**src/hw/fdt_map.vh**
```
// register map, field positions, encodings and timing for the track encoder
// assumes a 250 MHz controller clock and word-aligned avalon byte addresses
`ifndef FDT_MAP_VH
`define FDT_MAP_VH

// ------------------------------------------------------------
// register byte offsets
// ------------------------------------------------------------
`define FDT_OFS_CMD_STAT   4'h0
`define FDT_OFS_DATA       4'h4
`define FDT_OFS_CTRL       4'h8

// ------------------------------------------------------------
// command and control register fields
// ------------------------------------------------------------
`define FDT_CMD_FORCE      4'hd
`define FDT_COND_INDEX     2
`define FDT_COND_IMM       3
`define FDT_CTRL_DENS_BIT  0
`define FDT_CTRL_RESET     1'b1

// ------------------------------------------------------------
// status bit positions
// ------------------------------------------------------------
`define FDT_ST_BUSY        0
`define FDT_ST_DRQ         1
`define FDT_ST_LOST        2

// ------------------------------------------------------------
// data pattern decode
// ------------------------------------------------------------
`define FDT_PAT_LAST_PLAIN 8'hf4
`define FDT_PAT_A1_CODE    8'hf5
`define FDT_PAT_C2_CODE    8'hf6
`define FDT_PAT_CRC        8'hf7
`define FDT_PAT_AM_LO      8'hf8
`define FDT_PAT_AM_HI      8'hfb
`define FDT_PAT_FC         8'hfc
`define FDT_PAT_FE         8'hfe
`define FDT_MARK_A1        8'ha1
`define FDT_MARK_C2        8'hc2
`define FDT_CLK_ALL        8'hff
`define FDT_CLK_C7         8'hc7
`define FDT_CLK_D7         8'hd7
`define FDT_CLK_MISS_4_5   8'hef
`define FDT_CLK_MISS_3_4   8'hf7
`define FDT_FILL_BYTE      8'h00

// ------------------------------------------------------------
// crc and timing
// ------------------------------------------------------------
`define FDT_CRC_PRESET     16'hffff
`define FDT_CRC_POLY       16'h1021
`define FDT_CLK_MHZ        14'd250
`define FDT_BYTE_US_FM     14'd32
`define FDT_BYTE_US_MFM    14'd16
`define FDT_START_SLOTS    2'd2

`endif

```
**src/hw/fdt_track_encode.v**
```verilog
// track-format encoder with forced-interrupt handling and status register
// assumes a synchronous avalon-mm master and a synchronous index pulse input
//
// How it works
// fm: 00-f4 written with clock ff
// mfm f5: a1 missing clock, preset crc
// mfm f6: c2 missing clock 3-4
// f7 emits two crc bytes
// fm f8-fb clock c7, preset crc
// fm fc uses clock d7
// fm fe c7 preset; fd ff clock ff
// forced interrupt accepted anytime, clears busy
// bit2 index interrupt, bit3 immediate interrupt
// enabled condition drives interrupt output high
// zero conditions: no interrupt, terminate command
// immediate interrupt held until d0 loaded
// host waits 16/32 us after forced interrupt
// termination waits for crc byte completion
// new command sets busy, clears status
// forced while idle refreshes positioning status
// data register access clears data request
// status read clears interrupt, except immediate
// eight-bit status, busy in bit 0
// host delays before reading status back
// host keeps non-standard format limits
// host keeps gap 2 exact
// empty data register writes zero byte
//
// The register offsets and register access over Avalon-MM were chosen for this implementation.
`timescale 1ns/100ps
`include "fdt_map.vh"

module fdt_track_encode #(
	parameter [13:0] BYTE_CYC_FM  = `FDT_BYTE_US_FM * `FDT_CLK_MHZ,
	parameter [13:0] BYTE_CYC_MFM = `FDT_BYTE_US_MFM * `FDT_CLK_MHZ
) (
	// clock, reset, enable
	input  wire        clk,
	input  wire        rstn,
	input  wire        ce,
	// avalon-mm slave
	input  wire [3:0]  avs_address,
	input  wire        avs_read,
	input  wire        avs_write,
	input  wire [31:0] avs_writedata,
	input  wire [3:0]  avs_byteenable,
	output reg  [31:0] avs_readdata,
	output wire        avs_waitrequest,
	// drive and host pins
	input  wire        index_pulse,
	output wire        density_select_n,
	output wire        interrupt_request_out,
	output wire        data_request_out,
	// write stream to the drive
	output reg         wr_gate,
	output reg         wr_strobe,
	output reg  [7:0]  wr_byte,
	output reg  [7:0]  wr_clk
);

	// crc-16 over one byte, msb first
	function [15:0] crc_step;
		input [15:0] crc;
		input [7:0]  din;
		integer      i;
		begin
			crc_step = crc;
			for (i = 7; i >= 0; i = i - 1)
				crc_step = {crc_step[14:0], 1'b0} ^ ((crc_step[15] ^ din[i]) ? `FDT_CRC_POLY : 16'h0000);
		end
	endfunction

	localparam [1:0] ST_IDLE = 2'd0;
	localparam [1:0] ST_WAIT = 2'd1;
	localparam [1:0] ST_RUN  = 2'd2;
	localparam [1:0] ST_CRC  = 2'd3;

	reg [1:0]  state_q;
	reg [13:0] cnt_q;
	reg [1:0]  miss_q;
	reg [7:0]  dr_q;
	reg        dr_full_q;
	reg        drq_q;
	reg        busy_q;
	reg        lost_q;
	reg        type1_q;
	reg        interrupt_request_out_q;
	reg        imm_q;
	reg        idx_en_q;
	reg        force_pend_q;
	reg        idx_seen_q;
	reg        idx_prev_q;
	reg        dens_n_q;
	reg [15:0] crc_q;
	reg        ack_q;

	// bus decode
	wire acc      = (avs_read | avs_write) & ~ack_q;
	wire wr_cmd   = ce & ack_q & avs_write & avs_byteenable[0] & (avs_address == `FDT_OFS_CMD_STAT);
	wire rd_stat  = ce & ack_q & avs_read & (avs_address == `FDT_OFS_CMD_STAT);
	wire wr_dr    = ce & ack_q & avs_write & avs_byteenable[0] & (avs_address == `FDT_OFS_DATA);
	wire rd_dr    = ce & ack_q & avs_read & (avs_address == `FDT_OFS_DATA);
	wire wr_ctrl  = ce & ack_q & avs_write & avs_byteenable[0] & (avs_address == `FDT_OFS_CTRL);
	wire [7:0] cmd = avs_writedata[7:0];
	wire is_force  = (cmd[7:4] == `FDT_CMD_FORCE);
	wire force_cmd = wr_cmd & is_force;
	wire new_cmd   = wr_cmd & ~is_force;

	// one wait cycle, so every answer lands at the second edge
	assign avs_waitrequest = acc;

	// status: drq or index level in bit 1 depending on command type
	wire [7:0] status = {5'h00, lost_q & ~type1_q, type1_q ? index_pulse : drq_q, busy_q};

	assign density_select_n      = dens_n_q;
	assign interrupt_request_out = interrupt_request_out_q;
	assign data_request_out      = drq_q;

	// byte slot timing
	wire [13:0] byte_cyc = dens_n_q ? BYTE_CYC_FM : BYTE_CYC_MFM;
	wire        tick     = ce & (state_q != ST_IDLE) & (cnt_q == 14'h0000);
	wire        idx_rise = ce & index_pulse & ~idx_prev_q;

	// pattern decode of the byte leaving the data register
	reg  [7:0] enc_byte;
	reg  [7:0] enc_clk;
	reg        enc_preset;
	reg        enc_crc;
	wire [7:0] src = dr_full_q ? dr_q : `FDT_FILL_BYTE;

	always @*
	begin
		enc_byte   = src;
		enc_clk    = `FDT_CLK_ALL;
		enc_preset = 1'b0;
		enc_crc    = 1'b0;
		if (src == `FDT_PAT_CRC)
			enc_crc = 1'b1;
		else if (!dens_n_q)
		begin
			// mfm: only f5 and f6 are special, the rest is plain data
			if (src == `FDT_PAT_A1_CODE)
			begin
				enc_byte   = `FDT_MARK_A1;
				enc_clk    = `FDT_CLK_MISS_4_5;
				enc_preset = 1'b1;
			end
			else if (src == `FDT_PAT_C2_CODE)
			begin
				enc_byte = `FDT_MARK_C2;
				enc_clk  = `FDT_CLK_MISS_3_4;
			end
		end
		else if (src >= `FDT_PAT_AM_LO && src <= `FDT_PAT_AM_HI)
		begin
			enc_clk    = `FDT_CLK_C7;
			enc_preset = 1'b1;
		end
		else if (src == `FDT_PAT_FC)
			enc_clk = `FDT_CLK_D7;
		else if (src == `FDT_PAT_FE)
		begin
			enc_clk    = `FDT_CLK_C7;
			enc_preset = 1'b1;
		end
	end

	// the mark itself is folded into the freshly preset crc
	wire [15:0] crc_next = crc_step(enc_preset ? `FDT_CRC_PRESET : crc_q, enc_byte);

	// bus answer register
	always @(posedge clk)
	begin
		if (!rstn)
		begin
			ack_q        <= 1'b0;
			avs_readdata <= 32'h00000000;
		end
		else if (ce)
		begin
			ack_q <= acc;
			if (acc)
			begin
				case (avs_address)
					`FDT_OFS_CMD_STAT: avs_readdata <= {24'h000000, status};
					`FDT_OFS_DATA:     avs_readdata <= {24'h000000, dr_q};
					`FDT_OFS_CTRL:     avs_readdata <= {31'h00000000, dens_n_q};
					default:           avs_readdata <= 32'h00000000; // unmapped reads zero
				endcase
			end
		end
	end

	// ------------------------------------------------------------
	// engine, data register and status
	// ------------------------------------------------------------
	wire term_now = tick & force_pend_q & (state_q != ST_CRC);

	always @(posedge clk)
	begin
		if (!rstn)
		begin
			state_q      <= ST_IDLE;
			cnt_q        <= 14'h0000;
			miss_q       <= 2'd0;
			dr_q         <= 8'h00;
			dr_full_q    <= 1'b0;
			drq_q        <= 1'b0;
			busy_q       <= 1'b0;
			lost_q       <= 1'b0;
			type1_q      <= 1'b1;
			imm_q        <= 1'b0;
			idx_en_q     <= 1'b0;
			force_pend_q <= 1'b0;
			idx_seen_q   <= 1'b0;
			idx_prev_q   <= 1'b0;
			dens_n_q     <= `FDT_CTRL_RESET;
			crc_q        <= `FDT_CRC_PRESET;
			wr_gate      <= 1'b0;
			wr_strobe    <= 1'b0;
			wr_byte      <= 8'h00;
			wr_clk       <= 8'h00;
		end
		else if (ce)
		begin
			idx_prev_q <= index_pulse;
			wr_strobe  <= 1'b0;
			if (wr_ctrl)
				dens_n_q <= avs_writedata[`FDT_CTRL_DENS_BIT];
			// host side of the data register; a slot transfer below overrides the drq clear
			if (wr_dr)
			begin
				dr_q      <= avs_writedata[7:0];
				dr_full_q <= 1'b1;
			end
			if (wr_dr | rd_dr)
				drq_q <= 1'b0;
			if (state_q != ST_IDLE)
				cnt_q <= tick ? byte_cyc - 14'h0001 : cnt_q - 14'h0001;
			if (idx_rise && state_q != ST_IDLE)
				idx_seen_q <= 1'b1;
			// idle has nothing to do and falls to the default branch
			case (state_q)
				ST_WAIT:
				begin
					// waits for the leading index edge with a byte loaded
					if (tick)
					begin
						if (force_pend_q)
							state_q <= ST_IDLE;
						else if (dr_full_q && (idx_seen_q || idx_rise))
						begin
							state_q    <= ST_RUN;
							idx_seen_q <= 1'b0;
							cnt_q      <= 14'h0000;
						end
						else if (!dr_full_q)
						begin
							miss_q <= miss_q + 2'd1;
							if (miss_q == `FDT_START_SLOTS)
							begin
								state_q <= ST_IDLE;
								lost_q  <= 1'b1;
							end
						end
					end
				end
				ST_RUN:
				begin
					if (tick)
					begin
						if (term_now || idx_seen_q)
						begin
							state_q <= ST_IDLE;
							wr_gate <= 1'b0;
						end
						else
						begin
							wr_gate   <= 1'b1;
							wr_strobe <= 1'b1;
							dr_full_q <= wr_dr;
							drq_q     <= 1'b1;
							lost_q    <= lost_q | ~dr_full_q;
							if (enc_crc)
							begin
								wr_byte <= crc_q[15:8];
								wr_clk  <= `FDT_CLK_ALL;
								state_q <= ST_CRC;
							end
							else
							begin
								wr_byte <= enc_byte;
								wr_clk  <= enc_clk;
								crc_q   <= crc_next;
							end
						end
					end
				end
				ST_CRC:
				begin
					// second crc byte is never cut short by a forced interrupt
					if (tick)
					begin
						wr_byte   <= crc_q[7:0];
						wr_clk    <= `FDT_CLK_ALL;
						wr_strobe <= 1'b1;
						state_q   <= ST_RUN;
					end
				end
				default:
					state_q <= ST_IDLE;
			endcase
			if (state_q != ST_IDLE && (term_now || (state_q == ST_WAIT && tick && force_pend_q)))
			begin
				busy_q       <= 1'b0;
				force_pend_q <= 1'b0;
			end
			else if (state_q == ST_RUN && tick && idx_seen_q)
				busy_q <= 1'b0;
			else if (state_q == ST_WAIT && tick && !dr_full_q && miss_q == `FDT_START_SLOTS)
				busy_q <= 1'b0;
			// command register writes
			if (new_cmd)
			begin
				state_q      <= ST_WAIT;
				busy_q       <= 1'b1;
				lost_q       <= 1'b0;
				type1_q      <= 1'b0;
				drq_q        <= 1'b1;
				miss_q       <= 2'd0;
				idx_seen_q   <= 1'b0;
				force_pend_q <= 1'b0;
				crc_q        <= `FDT_CRC_PRESET;
				cnt_q        <= byte_cyc - 14'h0001;
			end
			else if (force_cmd)
			begin
				idx_en_q <= cmd[`FDT_COND_INDEX];
				imm_q    <= cmd[`FDT_COND_IMM] | (imm_q & (cmd[3:0] != 4'h0));
				if (busy_q)
					force_pend_q <= 1'b1;
				else
				begin
					busy_q  <= 1'b0;
					type1_q <= 1'b1;
					lost_q  <= 1'b0;
					drq_q   <= 1'b0;
				end
			end
		end
	end

	// interrupt request: sets win over clears
	wire done_irq = (state_q == ST_RUN && tick && idx_seen_q && !force_pend_q) ||
	                (state_q == ST_WAIT && tick && !dr_full_q && !force_pend_q && miss_q == `FDT_START_SLOTS);
	wire irq_set  = done_irq |
	                (force_cmd & cmd[`FDT_COND_IMM]) |
	                (idx_rise & idx_en_q);
	wire irq_clr  = (rd_stat | wr_cmd) & ~imm_q;

	always @(posedge clk)
	begin
		if (!rstn)
			interrupt_request_out_q <= 1'b0;
		else if (ce)
			interrupt_request_out_q <= irq_set | (interrupt_request_out_q & ~irq_clr);
	end

endmodule

```
**config.mk**
```make
export PLATFORM = sky130hd
export DESIGN_NAME = fdt_track_encode
export DESIGN_NICKNAME = d
export VERILOG_FILES = /design/src/hw/fdt_track_encode.v
export VERILOG_INCLUDE_DIRS = /design/src /design/src/hw
export SDC_FILE = /design/constraint.sdc
export NUM_CORES = 1
export LEC_CHECK = 0
export ABC_CLOCK_PERIOD_IN_PS = 3520
export BUFFER_PORTS_ARGS = -buffer_cell sky130_fd_sc_hd__buf_2
export CAP_MARGIN = 20
export CORE_AREA = 2 2 84 103
export DETAILED_ROUTE_END_ITERATION = 10
export DIE_AREA = 0 0 86 105
export PLACE_DENSITY = 0.92
export SYNTH_ARGS = -nofsm -noshare
export SYNTH_HDL_FRONTEND = slang
export SYNTH_SLANG_ARGS = --single-unit
```
**constraint.sdc**
```tcl
create_clock -name clk -period 3.52 [get_ports clk]
set_clock_uncertainty 0.1 [all_clocks]
set_input_delay 0.528 -clock clk [delete_from_list [all_inputs] [get_ports clk]]
set_output_delay 0.528 -clock clk [all_outputs]
set_load 0.02 [all_outputs]
```
==> results.json <==
{
  "min_path_cells": 3,
  "netlist_instances": 591,
  "syn-cell-area_um2": 4640,
  "hold_start": "avs_writedata[2]",
  "start_kind": "register",
  "coreArea_um2": 7970,
  "yosysWarnings": 0,
  "synth_compound_area_share_pct": 22.7,
  "seq_area_um2": 1540,
  "max_slew_margin_pct": 28.1,
  "drive_gt1_share_pct": 14.2,
  "path_cells": "nand2_1 -> a2111oi_4 -> or2_2 -> o21bai_1 -> a2111oi_1 -> mux2_2 -> a2bb2oi_2",
  "fin_cells": 714,
  "diodes": 0,
  "die_width_um": 86,
  "ioPinCount": 100,
  "clkTransAtPathRegs_ns": 0.08,
  "cts_root_buffer": "clkbuf_8",
  "min_to": "idx_en_q",
  "num-fill-cells": 681,
  "fin_area_um2": 4950,
  "drv_cap": 0,
  "dp_hpwl_um": 8580,
  "max_stage_delay_ns": 0.67,
  "p_leak_uw": 0.00189,
  "insertion_delay_ns": 0.36,
  "cts_hold_buf": 0,
  "fmax_mhz": 334,
  "grt_usage_pct": 27.2,
  "status": "finished clean",
  "dpl.cell_count": 699,
  "reg2reg_depth": 7,
  "viasPerCell": 6.29,
  "grt_max_degree": 45,
  "cpMaxStageDelayCell": "dfxtp_1",
  "setup_tns_ns": 0,
  "drtAntennaViolNets": 0,
  "antenna_found_initial": 0,
  "htreeDepth": 3,
  "area_growth_pct": 6.74,
  "finalCriticalPeriod_ns": 3.00,
  "r2r-start": "dr_full_q",
  "gp_congestion": 0.944,
  "arrival_ns": 3.13,
  "synth-async-reset-ratio_pct": 0,
  "post_cts_buffers": 0,
  "synthMuxAreaShare_pct": 3.97,
  "drt-wirelength-per-cell_um": 16.8,
  "synth_top_family_by_area": "simple AND/OR/NAND/NOR gates",
  "remaining_drc_errors": 0,
  "vias": 4493,
  "setup_viol": 0,
  "grt_pass1_wl_um": 20200,
  "clock_sinks": 77,
  "ys.flop_type": "dfxtp_1",
  "yosysSeqAreaShare_pct": 33.2,
  "synth-adder-area-share_pct": 1.89,
  "dpl_cell_area_um2": 4740,
  "wl_um": 12000,
  "fin_crit_sh_pct": 85.1,
  "synthSimpleGateAreaFrac_pct": 24.2,
  "fp.dieH_um": 105,
  "rsz0062_at_grt": "no",
  "ys_seq_elements": 77,
  "vdd_drop_max_v": 0.000335,
  "grt_overflow": 0,
  "start_util_pct": 58.2,
  "path_buf_inv": 0,
  "drv_slew": 0,
  "multiInputGateArea_um2": 2750,
  "synth-edff-count": 0,
  "firstDrtPassIters": 6,
  "timing.hold.ws_ns": 0.345,
  "postCtsResizedCells": 0,
  "port_buffers": 48,
  "r2r_end": "crc_q[8]",
  "dieArea_um2": 9030,
  "worst_slew_pin_slew_ns": 1.06,
  "cp.required_ns": 3.65,
  "path_delay_family": "compound AO/OA/AOI/OAI gates",
  "r2r_slack_ns": 0.52,
  "hold_class": "in -> reg",
  "drtIter0Drc": 416,
  "hold_viol_final": 0,
  "power_density_nw_per_um2": 352,
  "rows": 36,
  "synth_cell_types": 71,
  "cp_max_fo": 16,
  "cts_buffers": 9,
  "syn_area_per_cell_um2": 7.85,
  "grt_pass1_vias": 4356,
  "synth_xor_area_share_pct": 4.50,
  "final_net_count": 668,
  "crit_type": "reg -> reg",
  "cts_max_path_buffers": 2,
  "cts_tree": "done",
  "critPathCaptureType": "register"
}
==> registers in the layout, indices dropped and copies added (netlist names), 2 cells and up <==
signal,flops
dr_q,8
wr_clk,4
cnt_q,14
wr_byte,8
state_q,2
crc_q,16
avs_readdata,8
miss_q,2
==> kinds of logic after synthesis <==
kind of cell | count (synthesis)
buf+inv | 76
xor+xnor | 23
fa+ha+maj | 7
flops | 77
compound gates | 159
mux | 18
simple gates | 230
other cells | 1
==> worst max-delay path by stage <==
stage	from	endpoint	slack, ns	cells past startpoint
after floorplan	density_select_n	crc_q[12]	1.21	8
after global placement	state_q[0]	wr_byte[6]	0.71	10
after detailed placement	dr_full_q	crc_q[8]	0.58	7
after CTS	dr_full_q	crc_q[8]	0.57	7
after global routing	state_q[1]	cnt_q[7]	0.31	8
final	dr_full_q	crc_q[8]	0.52	7
==> power by group <==
| group | internal [uW] | switching [uW] | leakage (uW) | total [uW] |
|---|---|---|---|---|
| combinational | 30.7 | 84.6 | 0.00117 | 115 |
| sequential | 879 | 10.6 | 0.000623 | 890 |
| clock | 414 | 326 | 0.000105 | 740 |
==> area by class of cell <==
class,count,area share (%)
clock buffers,11,2.86
clock inverters,4,1.47
inverters,12,0.910
multi-input cells,461,55.5
flip-flops and latches,77,31.1
well taps,95,2.40
repair buffers,54,5.76
==> through the flow <==
stage               total power, uW  util (%)  setup WS [ns]
detailed placement             1020      59.4          0.580
finish                         1740      62.1          0.524
global route                   1800      62.1          0.309
floorplan                      1010         -           1.21
global placement               1020      59.4          0.705
CTS                            1750      62.1          0.569
==> Yosys cell counts, types with 3 or more instances <==
cell type	count	area [um^2]
nand2_1	61	229
nor2b_1	5	31.3
o211ai_1	16	120
o31ai_1	5	37.5
a22oi_1	6	45.0
nand2b_1	8	50.1
xnor2_1	12	105
mux2_2	3	33.8
a31oi_1	4	25.0
nand3b_1	5	37.5
or4_1	3	22.5
o21ai_0	31	155
mux2i_1	15	150
a211oi_1	14	105
clkbuf_1	18	67.6
nor2_1	78	293
inv_1	11	41.3
xor2_1	10	87.6
nor3_1	18	90.1
a311oi_1	5	43.8
buf_6	3	33.8
ha_1	7	87.6
or3_1	5	31.3
o21a_1	3	22.5
or2_2	3	18.8
and2_1	4	25.0
buf_2	10	50.1
a21oi_1	48	240
nor4_1	5	31.3
nand3_1	14	70.1
and3_1	4	25.0
dfxtp_1	77	1540
buf_4	31	233
==> routing by layer <==
| layer | up-vias | part of all wire (%) | GRT usage, % |
|---|---|---|---|
| met3 | 45 | 7.1 | 5.29 |
| li1 | 2113 | - | - |
| met5 | - | 0 | 0 |
| met1 | 2118 | 38 | 31.9 |
| met4 | 0 | 3.8 | 13.3 |
| met2 | 217 | 51 | 46.7 |
==> layout by cell type (no fill, tap or decap), types with 3 or more instances in the layout <==
cell      count
o31ai_1       5
xnor2_1      12
nand3b_1      5
or4_1         3
o211ai_1     16
o21ai_0      31
ha_1          7
a22oi_1       6
conb_1       24
and2_1        4
or2_2         3
nor2b_1       5
a311oi_1      5
buf_4         6
or3_1         5
nor4_1        5
clkbuf_8     10
a211oi_1     14
nand2_1      61
a21oi_1      48
mux2i_1      15
buf_2        48
o21a_1        3
xor2_1       10
and3_1        4
inv_1        11
nand2b_1      8
nor2_1       78
nand3_1      14
dfxtp_1      77
nor3_1       18
mux2_2        3
a31oi_1       4
==> worst reg2reg max path, delay by kind of cell, from the launching register on <==
kind / cells / cell delay (ns)
AO/OA/AOI/OAI: 4 / 1.15
AND/OR/NAND/NOR: 2 / 0.69
flip-flops: 1 / 0.67
multiplexers: 1 / 0.27
Power figures use the tool's default switching activity.
